<file path="src/logic/sec_pkg.sv">
// Purpose: constants and types of the serial eeprom command controller
// Assumes: pclk at 250 MHz, apb with 32-bit data, 128x8 three-wire eeprom
// Notes: register offsets are byte addresses
// Notes on behaviour
// (RQ1) host waits for the boot address load to end before its own commands
// (RQ2) host loads the data register before a write or write-all
// (RQ3) host sets the location field together with the write command code
// (RQ4) host setting busy starts a command; device clears busy when done
// (RQ5) read places the eeprom byte in the data register before busy clears
// (RQ6) host leaves the command register alone while busy is set
// (RQ7) no eeprom answer within 30 ms abandons the command, sets timeout flag
// (RQ8) erase-location erases the addressed byte; 30 ms timeout applies
// (RQ9) erase-all erases every byte; 30 ms timeout applies
// (RQ10) after erase/write disable the eeprom ignores erase and write
// (RQ11) host enables erase/write before any change; eeprom powers up disabled
// (RQ12) write-location stores the data register at the location field
// (RQ13) write-all stores the data register in every location
// (RQ14) frames take 10 serial clocks, or 18 for read, write and write-all
// (RQ15) reload fails unless location zero holds A5; success sets loaded flag
// (RQ16) interface disabled: pins become general outputs or internal monitors
// (RQ17) address load copies locations one to six into station bytes 0 to 5
// (RQ18) eeprom holds 128 bytes, so locations are seven bits
// (RQ19) frame: select, start bit, two-bit opcode, seven-bit address, data
package sec_pkg;
  // timing
  localparam int CLK_NS        = 4;
  localparam int SCK_PERIOD_NS = 1000;
  localparam int SCK_HALF_CYC  = (SCK_PERIOD_NS / 2 + CLK_NS - 1) / CLK_NS;
  localparam int TMO_MS        = 30;
  localparam int TMO_CYC       = TMO_MS * 1000000 / CLK_NS;
  localparam int SYNC_LAT      = 3; // pin register plus two synchroniser flops
  // frame shape
  localparam logic [4:0] BITS_SHORT = 5'd10;
  localparam logic [4:0] BITS_LONG  = 5'd18;
  localparam int         LOC_W      = 7;
  localparam logic [1:0] OP_READ    = 2'h2;
  localparam logic [1:0] OP_WRITE   = 2'h1;
  localparam logic [1:0] OP_ERASE   = 2'h3;
  localparam logic [1:0] OP_EXT     = 2'h0;
  localparam logic [1:0] EXT_ERASE_WRITE_DISABLE_CMD   = 2'h0;
  localparam logic [1:0] EXT_WRITE_ALL_CMD   = 2'h1;
  localparam logic [1:0] EXT_ERASE_ALL_CMD   = 2'h2;
  localparam logic [1:0] EXT_ERASE_WRITE_ENABLE_CMD   = 2'h3;
  localparam logic [7:0] SIG_BYTE   = 8'hA5;
  localparam logic [2:0] STN_LAST   = 3'h5;
  // register map
  localparam logic [7:0] ADDR_CMD   = 8'h00;
  localparam logic [7:0] ADDR_DATA  = 8'h04;
  localparam logic [7:0] ADDR_STNLO = 8'h08;
  localparam logic [7:0] ADDR_STNHI = 8'h0C;
  localparam logic [7:0] ADDR_ISTS  = 8'h10;
  localparam logic [7:0] ADDR_IMSK  = 8'h14;
  localparam logic [7:0] ADDR_PCFG  = 8'h18;
  localparam int CMD_BSY  = 31;
  localparam int CMD_CODE = 28;
  localparam int CMD_TO   = 9;
  localparam int CMD_LD   = 8;
  localparam int INT_DONE = 0;
  localparam int INT_TMO  = 1;
  localparam int INT_LOAD = 2;
  localparam int INT_W    = 3;
  localparam int PC_DIS   = 0;
  localparam int PC_MON   = 1;
  localparam int PC_GPD   = 2;
  localparam int PC_GPC   = 3;
  localparam int PC_W     = 4;
  typedef enum logic [2:0] {
    CMD_READ, CMD_ERASE_WRITE_DISABLE_CMD, CMD_ERASE_WRITE_ENABLE_CMD, CMD_WRITE, CMD_WRITE_ALL_CMD, CMD_ERASE, CMD_ERASE_ALL_CMD, CMD_RELOAD
  } sec_cmd_t;
  typedef struct packed {
    logic [17:0] frame;
    logic [4:0]  nbits;
    logic [4:0]  drive;
    logic        wait_rdy;
  } sec_job_t;
  typedef struct packed {
    logic sclk;
    logic cs;
    logic dout;
    logic doe_n;
  } sec_pins_t;
endpackage

</file>
<file path="src/logic/sec_shift.sv">
// Purpose: serial frame engine for a three-wire eeprom
// Assumes: one job at a time, start only while idle
// Notes: serial clock made here by a divider; data input synchronised
`timescale 1ns/1ps
`default_nettype none
module sec_shift #(
  parameter int HALF = sec_pkg::SCK_HALF_CYC,
  parameter int TMO  = sec_pkg::TMO_CYC
) (
  input  wire logic              pclk,
  input  wire logic              presetn,
  input  wire logic              start,
  input  wire sec_pkg::sec_job_t job,
  input  wire logic              di_pin,
  output var  sec_pkg::sec_pins_t pins,
  output var  logic [7:0]        rdata,
  output var  logic              done,
  output var  logic              tmo
);
  import sec_pkg::*;
  localparam int DW = $clog2(HALF + 1);
  localparam int TW = $clog2(TMO + 1);
  typedef enum logic [1:0] {SH_IDLE, SH_SHIFT, SH_GAP, SH_WAIT} sec_sh_t;
  generate
    if (HALF <= SYNC_LAT || TMO <= SYNC_LAT)
    begin : g_bad
      $error("sec_shift: divider or timeout too small");
    end
  endgenerate

  sec_sh_t       st_ff;
  sec_sh_t       nxt_st;
  sec_job_t      job_ff;
  logic [DW-1:0] div_ff;
  logic [TW-1:0] tmo_ff;
  logic [17:0]   sh_ff;
  logic [4:0]    cnt_ff;
  logic [4:0]    rise_ff;
  logic          sclk_ff;
  logic          di_m_ff;
  logic          di_ff;
  logic [7:0]    rd_ff;
  wire           tick    = (div_ff == DW'(HALF - 1));
  wire           last    = (cnt_ff == job_ff.nbits - 5'd1);
  wire           tmo_hit = (tmo_ff == TW'(TMO - 1));
  // the released line is stale until select has reached the part and come back through the synchroniser
  wire           rdy     = di_ff && (tmo_ff >= TW'(SYNC_LAT));

  // state walk: shift the frame, drop select, then poll for ready if the job sets wait_rdy
  always_comb
  begin
    nxt_st = st_ff;
    case (st_ff)
      SH_IDLE:  if (start) nxt_st = SH_SHIFT;
      SH_SHIFT: if (tick && sclk_ff && last) nxt_st = SH_GAP;
      SH_GAP:   if (tick) nxt_st = job_ff.wait_rdy ? SH_WAIT : SH_IDLE;
      SH_WAIT:  if (rdy || tmo_hit) nxt_st = SH_IDLE;
      default:  nxt_st = SH_IDLE;
    endcase
  end

  assign done  = (st_ff == SH_GAP && tick && !job_ff.wait_rdy) ||
                 (st_ff == SH_WAIT && (rdy || tmo_hit));
  assign tmo   = (st_ff == SH_WAIT) && !rdy && tmo_hit; // RQ7
  assign rdata = rd_ff;
  assign pins.sclk  = sclk_ff;
  assign pins.cs    = (st_ff == SH_SHIFT) || (st_ff == SH_WAIT); // RQ19
  assign pins.dout  = sh_ff[17];
  assign pins.doe_n = !((st_ff == SH_SHIFT) && (cnt_ff < job_ff.drive));

  // two-flop synchroniser for the eeprom data pin
  always_ff @(posedge pclk or negedge presetn)
  begin
    if (!presetn)
    begin
      di_m_ff <= 1'b0;
      di_ff   <= 1'b0;
    end
    else
    begin
      di_m_ff <= di_pin;
      di_ff   <= di_m_ff;
    end
  end

  // divider and ready-wait counter run only while busy
  always_ff @(posedge pclk or negedge presetn)
  begin
    if (!presetn)
    begin
      st_ff  <= SH_IDLE;
      div_ff <= '0;
      tmo_ff <= '0;
    end
    else
    begin
      st_ff  <= nxt_st;
      div_ff <= (st_ff == SH_IDLE || tick) ? '0 : div_ff + DW'(1);
      tmo_ff <= (st_ff == SH_WAIT) ? tmo_ff + TW'(1) : '0;
    end
  end

  // sample on the rising serial edge, advance on the falling one
  always_ff @(posedge pclk or negedge presetn)
  begin
    if (!presetn)
    begin
      job_ff  <= '0;
      sh_ff   <= '0;
      cnt_ff  <= '0;
      rise_ff <= '0;
      sclk_ff <= 1'b0;
      rd_ff   <= '0;
    end
    else if (st_ff == SH_IDLE && start)
    begin
      job_ff  <= job;
      sh_ff   <= job.frame;
      cnt_ff  <= '0;
      rise_ff <= '0;
      sclk_ff <= 1'b0;
    end
    else if (st_ff == SH_SHIFT && tick)
    begin
      sclk_ff <= !sclk_ff;
      if (!sclk_ff)
      begin
        rd_ff   <= {rd_ff[6:0], di_ff};
        rise_ff <= rise_ff + 5'd1;
      end
      else
      begin
        sh_ff  <= {sh_ff[16:0], 1'b0};
        cnt_ff <= cnt_ff + 5'd1;
      end
    end
  end

  a_clock_count: assert property (@(posedge pclk) disable iff (!presetn) // RQ14
    (st_ff == SH_SHIFT && nxt_st == SH_GAP) |=> rise_ff == job_ff.nbits)
    else $error("serial clock count differs from frame length");
  a_wait_bound: assert property (@(posedge pclk) disable iff (!presetn) // RQ7
    tmo |=> st_ff == SH_IDLE && !pins.cs)
    else $error("wait for ready not abandoned on timeout");
endmodule
`default_nettype wire

</file>
<file path="src/logic/sec_ctrl.sv">
// Purpose: apb command and data registers driving a three-wire eeprom
// Assumes: pclk at 250 MHz; mii_mon comes from logic on pclk
// Notes: boot address load runs after reset with busy set
//
// The APB slave port and the register addresses are this design's own decisions.
`timescale 1ns/1ps
`default_nettype none
module sec_ctrl #(
  parameter int TMO_CYCLES = sec_pkg::TMO_CYC,
  parameter int HALF       = sec_pkg::SCK_HALF_CYC
) (
  input  wire logic        pclk,
  input  wire logic        presetn,
  input  wire logic        psel,
  input  wire logic        penable,
  input  wire logic        pwrite,
  input  wire logic [7:0]  paddr,
  input  wire logic [31:0] pwdata,
  output var  logic [31:0] prdata,
  output var  logic        pready,
  output var  logic        pslverr,
  output var  logic        irq,
  output var  logic        serial_clock_pin,
  output var  logic        chip_select_pin,
  output var  logic        serial_data_out,
  output var  logic        serial_data_oe_n,
  input  wire logic        serial_data_in,
  input  wire logic [1:0]  mii_mon,
  output var  logic [47:0] station_address
);
  import sec_pkg::*;
  typedef enum logic [2:0] {ST_BOOT, ST_IDLE, ST_OP, ST_SIG, ST_LOAD} sec_st_t;

  // frame builder shared by host commands and address loading
  function automatic sec_job_t mk_job(sec_cmd_t c, logic [LOC_W-1:0] a, logic [7:0] d);
    sec_job_t j;
    j = '{frame: {1'b1, OP_EXT, EXT_ERASE_WRITE_DISABLE_CMD, 5'h00, 8'h00},
          nbits: BITS_SHORT, drive: BITS_SHORT, wait_rdy: 1'b0};
    case (c)
      CMD_READ:
      begin
        j.frame = {1'b1, OP_READ, a, 8'h00};
        j.nbits = BITS_LONG; // RQ14
      end
      CMD_ERASE_WRITE_ENABLE_CMD:  j.frame = {1'b1, OP_EXT, EXT_ERASE_WRITE_ENABLE_CMD, 5'h00, 8'h00};
      CMD_WRITE: j = '{{1'b1, OP_WRITE, a, d}, BITS_LONG, BITS_LONG, 1'b1};
      CMD_WRITE_ALL_CMD:  j = '{{1'b1, OP_EXT, EXT_WRITE_ALL_CMD, 5'h00, d}, BITS_LONG, BITS_LONG, 1'b1};
      CMD_ERASE: j = '{{1'b1, OP_ERASE, a, 8'h00}, BITS_SHORT, BITS_SHORT, 1'b1};
      CMD_ERASE_ALL_CMD:  j = '{{1'b1, OP_EXT, EXT_ERASE_ALL_CMD, 5'h00, 8'h00}, BITS_SHORT, BITS_SHORT, 1'b1};
      default:   j.nbits = BITS_SHORT;
    endcase
    return j;
  endfunction

  function automatic logic known(logic [7:0] a);
    return a == ADDR_CMD || a == ADDR_DATA || a == ADDR_STNLO || a == ADDR_STNHI ||
           a == ADDR_ISTS || a == ADDR_IMSK || a == ADDR_PCFG;
  endfunction

  sec_st_t          st_ff;
  logic             busy_ff;
  sec_cmd_t         code_ff;
  logic [LOC_W-1:0] loc_ff;
  logic             to_ff;
  logic             ld_ff;
  logic [7:0]       data_ff;
  logic [47:0]      stn_ff;
  logic [2:0]       idx_ff;
  logic [INT_W-1:0] sts_ff;
  logic [INT_W-1:0] msk_ff;
  logic [PC_W-1:0]  pcfg_ff;
  logic             start_ff;
  sec_job_t         job_ff;
  logic [31:0]      prdata_ff;
  logic             pready_ff;
  logic             pslverr_ff;
  logic             irq_ff;
  sec_pins_t        pin_ff;
  sec_pins_t        eng_pins;
  logic [7:0]       eng_rd;
  logic             eng_done;
  logic             eng_tmo;

  sec_shift #(.HALF(HALF), .TMO(TMO_CYCLES)) u_shift (
    .pclk    (pclk),
    .presetn (presetn),
    .start   (start_ff),
    .job     (job_ff),
    .di_pin  (serial_data_in),
    .pins    (eng_pins),
    .rdata   (eng_rd),
    .done    (eng_done),
    .tmo     (eng_tmo)
  );

  // apb decode; access phase always completes in one cycle
  wire       setup    = psel && !penable;
  wire       wr_acc   = psel && penable && pwrite && pready_ff;
  wire       wr_cmd   = wr_acc && paddr == ADDR_CMD;
  wire       wr_data  = wr_acc && paddr == ADDR_DATA && !busy_ff;
  wire       wr_lo    = wr_acc && paddr == ADDR_STNLO && !busy_ff;
  wire       wr_hi    = wr_acc && paddr == ADDR_STNHI && !busy_ff;
  wire       wr_ists  = wr_acc && paddr == ADDR_ISTS;
  wire       wr_imsk  = wr_acc && paddr == ADDR_IMSK;
  wire       wr_pcfg  = wr_acc && paddr == ADDR_PCFG;
  // busy commands ignore command writes; the host must wait anyway
  wire       host_go  = wr_cmd && !busy_ff && pwdata[CMD_BSY]; // RQ4
  wire       to_clr   = wr_cmd && !busy_ff && pwdata[CMD_TO];
  wire       sig_ok   = eng_rd == SIG_BYTE;
  wire       op_end   = st_ff == ST_OP && eng_done;
  wire       sig_end  = st_ff == ST_SIG && eng_done;
  wire       ld_end   = st_ff == ST_LOAD && eng_done;
  wire       ld_last  = ld_end && idx_ff == STN_LAST;
  wire       fin      = op_end || (sig_end && !sig_ok) || ld_last; // RQ4
  sec_cmd_t  host_code;
  assign host_code = sec_cmd_t'(pwdata[CMD_CODE +: 3]);

  // read mux
  wire [31:0] cmd_word = (32'(busy_ff) << CMD_BSY) | (32'(code_ff) << CMD_CODE) |
                         (32'(to_ff) << CMD_TO) | (32'(ld_ff) << CMD_LD) | 32'(loc_ff);
  wire [31:0] rd_word  = paddr == ADDR_CMD   ? cmd_word :
                         paddr == ADDR_DATA  ? 32'(data_ff) :
                         paddr == ADDR_STNLO ? stn_ff[31:0] :
                         paddr == ADDR_STNHI ? 32'(stn_ff[47:32]) :
                         paddr == ADDR_ISTS  ? 32'(sts_ff) :
                         paddr == ADDR_IMSK  ? 32'(msk_ff) :
                         paddr == ADDR_PCFG  ? 32'(pcfg_ff) : 32'h0000_0000;

  // interrupt events; a set in the clearing cycle wins
  wire [INT_W-1:0] ev  = (INT_W'(fin) << INT_DONE) | (INT_W'(op_end && eng_tmo) << INT_TMO) |
                         (INT_W'(ld_last) << INT_LOAD);
  wire [INT_W-1:0] w1c = wr_ists ? pwdata[INT_W-1:0] : '0;

  // pins: engine, or general outputs and monitors when disabled
  wire       if_off  = pcfg_ff[PC_DIS];
  wire       mon     = pcfg_ff[PC_MON];
  sec_pins_t nxt_pin;
  assign nxt_pin.sclk  = if_off ? (mon ? mii_mon[1] : pcfg_ff[PC_GPC]) : eng_pins.sclk; // RQ16
  assign nxt_pin.dout  = if_off ? (mon ? mii_mon[0] : pcfg_ff[PC_GPD]) : eng_pins.dout; // RQ16
  assign nxt_pin.cs    = !if_off && eng_pins.cs;
  assign nxt_pin.doe_n = if_off ? 1'b0 : eng_pins.doe_n;

  // apb answer registers
  always_ff @(posedge pclk or negedge presetn)
  begin
    if (!presetn)
    begin
      prdata_ff  <= '0;
      pready_ff  <= 1'b0;
      pslverr_ff <= 1'b0;
    end
    else
    begin
      pready_ff  <= setup;
      pslverr_ff <= setup && !known(paddr);
      if (setup)
        prdata_ff <= pwrite ? 32'h0000_0000 : rd_word;
    end
  end

  // sequencer: host command, or signature check then six byte reads
  always_ff @(posedge pclk or negedge presetn)
  begin
    if (!presetn)
    begin
      st_ff    <= ST_BOOT;
      start_ff <= 1'b0;
      job_ff   <= '0;
      idx_ff   <= '0;
    end
    else
    begin
      start_ff <= 1'b0;
      case (st_ff)
        ST_BOOT:
        begin
          start_ff <= 1'b1; // RQ17
          job_ff   <= mk_job(CMD_READ, '0, '0);
          st_ff    <= ST_SIG;
        end
        ST_IDLE:
          if (host_go)
          begin
            start_ff <= 1'b1;
            job_ff   <= mk_job(host_code, pwdata[LOC_W-1:0], data_ff); // RQ12 RQ13 RQ8 RQ9
            st_ff    <= host_code == CMD_RELOAD ? ST_SIG : ST_OP;
            if (host_code == CMD_RELOAD)
              job_ff <= mk_job(CMD_READ, '0, '0); // RQ15
          end
        ST_OP:
          if (eng_done)
            st_ff <= ST_IDLE;
        ST_SIG:
          if (eng_done)
          begin
            idx_ff   <= '0;
            start_ff <= sig_ok; // RQ15
            job_ff   <= mk_job(CMD_READ, LOC_W'(1), '0);
            st_ff    <= sig_ok ? ST_LOAD : ST_IDLE;
          end
        ST_LOAD:
          if (eng_done)
          begin
            idx_ff   <= idx_ff + 3'd1;
            start_ff <= !ld_last;
            job_ff   <= mk_job(CMD_READ, LOC_W'(idx_ff) + LOC_W'(2), '0); // RQ17 RQ18
            st_ff    <= ld_last ? ST_IDLE : ST_LOAD;
          end
        default: st_ff <= ST_IDLE;
      endcase
    end
  end

  // command register fields
  always_ff @(posedge pclk or negedge presetn)
  begin
    if (!presetn)
    begin
      busy_ff <= 1'b1;
      code_ff <= CMD_READ;
      loc_ff  <= '0;
      to_ff   <= 1'b0;
      ld_ff   <= 1'b0;
    end
    else
    begin
      if (host_go)
      begin
        code_ff <= host_code;
        loc_ff  <= pwdata[LOC_W-1:0]; // RQ18
      end
      busy_ff <= fin ? 1'b0 : (busy_ff || host_go); // RQ4
      to_ff   <= (op_end && eng_tmo) || (to_ff && !to_clr && !host_go); // RQ7
      ld_ff   <= ld_last || (ld_ff && !(host_go && host_code == CMD_RELOAD)); // RQ15
    end
  end

  // data register, station address, status, mask and pin setup
  always_ff @(posedge pclk or negedge presetn)
  begin
    if (!presetn)
    begin
      data_ff <= '0;
      stn_ff  <= '0;
      sts_ff  <= '0;
      msk_ff  <= '0;
      pcfg_ff <= '0;
      irq_ff  <= 1'b0;
      pin_ff  <= '{sclk: 1'b0, cs: 1'b0, dout: 1'b0, doe_n: 1'b1};
    end
    else
    begin
      if (op_end && code_ff == CMD_READ)
        data_ff <= eng_rd; // RQ5
      else if (wr_data)
        data_ff <= pwdata[7:0];
      if (ld_end)
        stn_ff[8*idx_ff +: 8] <= eng_rd; // RQ17
      else if (wr_lo)
        stn_ff[31:0] <= pwdata;
      else if (wr_hi)
        stn_ff[47:32] <= pwdata[15:0];
      sts_ff <= (sts_ff & ~w1c) | ev;
      if (wr_imsk)
        msk_ff <= pwdata[INT_W-1:0];
      if (wr_pcfg)
        pcfg_ff <= pwdata[PC_W-1:0];
      irq_ff <= |(sts_ff & msk_ff);
      pin_ff <= nxt_pin;
    end
  end

  assign prdata           = prdata_ff;
  assign pready           = pready_ff;
  assign pslverr          = pslverr_ff;
  assign irq              = irq_ff;
  assign serial_clock_pin = pin_ff.sclk;
  assign chip_select_pin  = pin_ff.cs;
  assign serial_data_out  = pin_ff.dout;
  assign serial_data_oe_n = pin_ff.doe_n;
  assign station_address  = stn_ff;

  a_busy_clear: assert property (@(posedge pclk) disable iff (!presetn) // RQ4
    $fell(busy_ff) |-> $past(eng_done) && $past(st_ff) != ST_IDLE)
    else $error("busy fell without a finished operation");
  a_busy_start: assert property (@(posedge pclk) disable iff (!presetn) // RQ4
    host_go |=> busy_ff ##1 eng_pins.cs)
    else $error("command start did not raise busy and run the engine");
  a_read_data: assert property (@(posedge pclk) disable iff (!presetn) // RQ5
    (op_end && code_ff == CMD_READ) |=> data_ff == $past(eng_rd) && !busy_ff)
    else $error("read result not in data register");
  a_tmo_flag: assert property (@(posedge pclk) disable iff (!presetn) // RQ7
    (op_end && eng_tmo) |=> to_ff && sts_ff[INT_TMO])
    else $error("timeout flag not set");
  a_reload_fail: assert property (@(posedge pclk) disable iff (!presetn) // RQ15
    (sig_end && !sig_ok) |=> !ld_ff && !busy_ff && st_ff == ST_IDLE)
    else $error("reload without signature not failed");
  a_load_flag: assert property (@(posedge pclk) disable iff (!presetn) // RQ15
    ld_last |=> ld_ff && stn_ff[47:40] == $past(eng_rd))
    else $error("last station byte or loaded flag wrong");
  a_pin_general: assert property (@(posedge pclk) disable iff (!presetn) // RQ16
    (if_off && !mon) |=> serial_clock_pin == $past(pcfg_ff[PC_GPC]) && !chip_select_pin)
    else $error("disabled interface pins not general outputs");
  a_frame_start: assert property (@(posedge pclk) disable iff (!presetn) // RQ19
    start_ff |-> job_ff.frame[17] && (job_ff.nbits == BITS_SHORT || job_ff.nbits == BITS_LONG))
    else $error("frame lacks start bit or length");
  a_irq_level: assert property (@(posedge pclk) disable iff (!presetn)
    ##1 irq == $past(|(sts_ff & msk_ff)))
    else $error("interrupt output does not follow status and mask");
  c_write: cover property (@(posedge pclk) disable iff (!presetn)
    op_end && code_ff == CMD_WRITE && !eng_tmo);
  c_timeout: cover property (@(posedge pclk) disable iff (!presetn) op_end && eng_tmo);
  c_load: cover property (@(posedge pclk) disable iff (!presetn) ld_last);
  c_no_sig: cover property (@(posedge pclk) disable iff (!presetn) sig_end && !sig_ok);
endmodule
`default_nettype wire

</file>
<file path="config.mk">
export PLATFORM = sky130hd
export DESIGN_NAME = sec_ctrl
export DESIGN_NICKNAME = d
export VERILOG_FILES = /design/src/logic/sec_pkg.sv /design/src/logic/sec_shift.sv /design/src/logic/sec_ctrl.sv
export SDC_FILE = /design/constraint.sdc
export NUM_CORES = 1
export LEC_CHECK = 0
export ABC_AREA = 1
export BUFFER_PORTS_ARGS = -buffer_cell sky130_fd_sc_hd__clkbuf_2
export CAP_MARGIN = 10
export CORE_MARGIN = 8
export CORE_UTILIZATION = 53
export DETAILED_ROUTE_END_ITERATION = 8
export PLACE_DENSITY = 0.86
export SLEW_MARGIN = 20
export SYNTH_ARGS = -nofsm -noshare
export SYNTH_HDL_FRONTEND = slang
export SYNTH_SLANG_ARGS = --single-unit
</file>
<file path="constraint.sdc">
create_clock -name pclk -period 2.5 [get_ports pclk]
set_clock_uncertainty 0.05 [all_clocks]
set_input_delay 0.125 -clock pclk [delete_from_list [all_inputs] [get_ports pclk]]
set_output_delay 0.125 -clock pclk [all_outputs]
set_load 0.05 [all_outputs]
</file>
==> impl_results.rst <==
.. list-table::
   :header-rows: 1

   * - Metric
     - Value
   * - Run status
     - completed
   * - Number of hold violations in the final report
     - 0
   * - Pwr Density
     - 531 nW/um^2
   * - Clock Latency Late Sink
     - 510 ps
   * - Fmax
     - 428 MHz
   * - Average footprint of a synthesized cell
     - 7.83 um^2
   * - Via count of the routed design
     - 11500
   * - Critical path capture point type
     - flop
   * - Pint
     - 5.72 mW
   * - Post-synthesis net count
     - 1548
   * - CTS Buffer Depth
     - 3
   * - Chip Width
     - 164 um
   * - Clock-pin transition on the worst setup and hold timing paths
     - 70 ps
   * - Final Setup Violations
     - 0
   * - DIE AREA
     - 27000 um^2
   * - Logic gate share of total power
     - 4.3%
   * - Data required time at the worst endpoint
     - 2900 ps
   * - CP Class
     - flop to flop
   * - Post-synth design cell area
     - 11600 um^2
   * - TNS Setup
     - 0 ps
   * - Fin crit share
     - 93.5%
   * - Most used flip-flop cell after synthesis
     - sky130_fd_sc_hd__dfrtp_1
   * - Ant. Diodes
     - 0
   * - Syn-to-layout area delta
     - 18.9%
   * - TritonRoute pass-1 iters
     - 6
   * - Number of clock sinks seen by CTS
     - 220
   * - Switching share of total power
     - 22.2%
   * - Crit Path Max Fanout
     - 9
   * - Vertical die dimension
     - 164 um
   * - Initial core utilization
     - 53.6%
   * - Part of the power in the clock network
     - 47.1%
   * - Top Family by Delay on Critical Path
     - simple AND/OR/NAND/NOR gates
   * - Routed length per instance
     - 17.8 um
   * - Count of nets after finishing
     - 1721
   * - Max-cap viol count
     - 0
   * - LEAKAGE
     - 6.88 nW
   * - End-of-flow core utilization
     - 63.8%
   * - Count of warnings emitted by yosys
     - 0
   * - HP Class
     - input pin to flop
   * - Standard-cell rows
     - 54
   * - Data arrival time of the critical path
     - 2730 ps
   * - Maximum number of pins on one net before global-route repair
     - 74
   * - Worst slack at placement
     - 64.3 ps
   * - WL final
     - 34700 um
   * - Number of antenna-violating nets in the routed design
     - 0
   * - Crit path cell chain
     - inv_1 -> ha_1 -> ha_1 -> nor2_1 -> nand3_1 -> nand3_1 -> nand2_4 -> inv_2 -> nand2_1 -> nand2_1
   * - Number of I/O port buffers
     - 134
   * - Switching power summed over all nets
     - 1.63 mW
   * - DR DRC count
     - 0
   * - Final-report max-slew violation count
     - 0
   * - Share of layout cells above drive strength 1
     - 16.2%
   * - Library cells used by synthesis
     - 52
   * - Core area
     - 21700 um^2
   * - Tightest Pin Transition
     - 740 ps
   * - Worst IR drop on VDD
     - 0.448 mV
   * - Ys async rst share
     - 100%
   * - HPWL Detailed
     - 24000 um
   * - Top Ports
     - 135
   * - Cell count after synthesis
     - 1486
   * - Synthesized flop and latch total
     - 220
   * - Register share of total power
     - 48.6%
   * - CP max stage cell
     - sky130_fd_sc_hd__dfrtp_1
   * - GRT Util Overall
     - 25.0%
   * - Unrepaired setup endpoints after global routing
     - false
   * - Buffer and inverter count on the worst path
     - 2
   * - TritonCTS clock tree
     - yes
   * - Antenna violations before repair
     - 0
   * - Final weighted congestion in routability-driven placement
     - 0.946
   * - First DRT Iteration DRCs
     - 1507
   * - Clock root buffer
     - sky130_fd_sc_hd__clkbuf_16
   * - Number of enable-type register cells in the synthesized netlist
     - 0
   * - Routed via count divided by cell count
     - 5.90
   * - Clock buffer count from CTS
     - 23
   * - Global-route wire length before repair
     - 55400 um
   * - Max-Slew Margin vs Limit
     - 50.5%
   * - Sequential fraction of the synthesis area
     - 47.3%
   * - Count of H-tree levels built during CTS
     - 1
   * - Slowest Stage Delay on Critical Path
     - 470 ps
   * - Vias in the first global route
     - 11100
   * - Setup WS post-layout
     - 162 ps
   * - Critical path launch point type
     - flop
   * - Remaining global-route overflow
     - 0
   * - Final critical delay including setup and external delays
     - 2340 ps
   * - Sum of internal, switching and leakage power
     - 7.35 mW
-- cell usage in the layout (no fill, tap or decap), drive strengths merged, types with 3 or more instances in the layout --
| cell | count |
|---|---|
| xor2 | 6 |
| o21a | 3 |
| clkbuf | 165 |
| inv | 131 |
| nand3b | 3 |
| nand2 | 454 |
| a21oi | 35 |
| o211ai | 21 |
| clkinv | 11 |
| nand3 | 193 |
| o21ai | 87 |
| o2111ai | 3 |
| dlygate4sd3 | 37 |
| o22ai | 5 |
| nor4 | 20 |
| dfrtp | 218 |
| buf | 35 |
| nor3b | 3 |
| a211oi | 9 |
| ha | 14 |
| xnor2 | 3 |
| nor3 | 33 |
| a32o | 12 |
| nand4 | 32 |
| a32oi | 3 |
| nor2 | 124 |
-- state kept, by name, indices dropped and copies added, names as in the netlist, 4 cells and up --
register,flops
u_shift.rdata,8
prdata,32
pcfg_ff,4
loc_ff,7
u_shift.tmo_ff,23
station_address,48
u_shift.sh_ff,18
u_shift.job_ff,6
u_shift.cnt_ff,5
u_shift.div_ff,7
job_ff,23
data_ff,8
-- repair_timing --
item | CTS | global route
gates resized for setup | 0 | 10
hold buffers | 37 | 0
endpoints found under the hold margin | 121 | 0
buffers inserted | 0 | 3
endpoints found under the setup margin | 0 | 50
-- stage by stage --
stage | cells | hold WS [ps] | instance area (um^2)
floorplan | 1486 | -221 | 11600
global placement | 1871 | 80.7 | 12600
detailed placement | 1871 | 84.9 | 12600
CTS | 1949 | 9.76 | 13700
global route | 1955 | 48.2 | 13800
finish | 1955 | 31.5 | 13800
-- power by group through the flow --
stage               Combinational [mW]  Sequential, mW  Clock (mW)
floorplan                       0.0797            3.65           0
global placement                 0.262            3.64           0
detailed placement               0.266            3.64           0
CTS                              0.315            3.57        3.49
global route                     0.350            3.57        3.63
finish                           0.318            3.57        3.46
-- final timing paths --
check,start,endpoint,slack [ps],depth (start not counted)
min in group asynchronous,presetn,pslverr$_DFF_PN0_,130,2
min reg2reg,u_shift.di_m_ff$_DFF_PN0_,u_shift.di_ff$_DFF_PN0_,310,0
max reg2reg,idx_ff[1]$_DFFE_PN0P_,station_address[38]$_DFFE_PN0P_,160,10
max,idx_ff[1]$_DFFE_PN0P_,station_address[38]$_DFFE_PN0P_,160,10
min,pwdata[29],code_ff[1]$_DFFE_PN0P_,30,3
max in group asynchronous,presetn,station_address[35]$_DFFE_PN0P_,1490,3
-- cell families (layout without fill, tap and decap cells) --
logic type	Yosys count	count (layout)	share of synthesized area (%)
XOR/XNOR	9	9	0.678
AO/OA/AOI/OAI	186	186	9.81
buffers and inverters	196	382	7.41
AND/OR/NAND/NOR	861	864	33.3
adder cells (fa/ha/maj)	14	14	1.51
flip-flops	220	220	47.3
-- worst min-delay path, stage by stage --
cell	delay, ps
sky130_fd_sc_hd__clkbuf_2	170
sky130_fd_sc_hd__inv_1	140
sky130_fd_sc_hd__o21ai_0	100
-- metal layers --
| layer | wire [um] | global-route usage [%] |
|---|---|---|
| met1 | 13900 | 33.0 |
| met4 | 1400 | 9.42 |
| met2 | 16000 | 40.1 |
| met5 | 0 | 0 |
| met3 | 3460 | 4.84 |
-- synthesized netlist by cell type (7+ instances only) --
| master | n | share of area [%] |
|---|---|---|
| sky130_fd_sc_hd__buf_4 | 10 | 0.65 |
| sky130_fd_sc_hd__a32o_1 | 12 | 1.0 |
| sky130_fd_sc_hd__nor2_1 | 120 | 3.9 |
| sky130_fd_sc_hd__ha_1 | 14 | 1.5 |
| sky130_fd_sc_hd__nand2_1 | 435 | 14 |
| sky130_fd_sc_hd__buf_2 | 19 | 0.82 |
| sky130_fd_sc_hd__nor3_1 | 27 | 1.2 |
| sky130_fd_sc_hd__o21ai_0 | 55 | 2.4 |
| sky130_fd_sc_hd__a21oi_1 | 35 | 1.5 |
| sky130_fd_sc_hd__clkbuf_1 | 23 | 0.74 |
| sky130_fd_sc_hd__nand4_1 | 30 | 1.6 |
| sky130_fd_sc_hd__nand3_1 | 187 | 8.0 |
| sky130_fd_sc_hd__o211ai_1 | 21 | 1.4 |
| sky130_fd_sc_hd__nor4_1 | 20 | 1.1 |
| sky130_fd_sc_hd__o21ai_1 | 31 | 1.3 |
| sky130_fd_sc_hd__inv_2 | 14 | 0.45 |
| sky130_fd_sc_hd__buf_6 | 7 | 0.68 |
| sky130_fd_sc_hd__dfrtp_1 | 218 | 47 |
| sky130_fd_sc_hd__inv_1 | 117 | 3.8 |
| sky130_fd_sc_hd__nand2_2 | 10 | 0.54 |
| sky130_fd_sc_hd__a211oi_1 | 9 | 0.58 |
-- area by class of cell --
class,count,area [um^2]
multi-input combinational,1073,5350
inverter,136,512
timing repair buffer,205,1350
clock inverter,9,75.1
sequential,220,5510
clock buffer,32,699
tap,280,350
fill,1761,7850
Note: power is estimated with default switching activity, not from simulation.
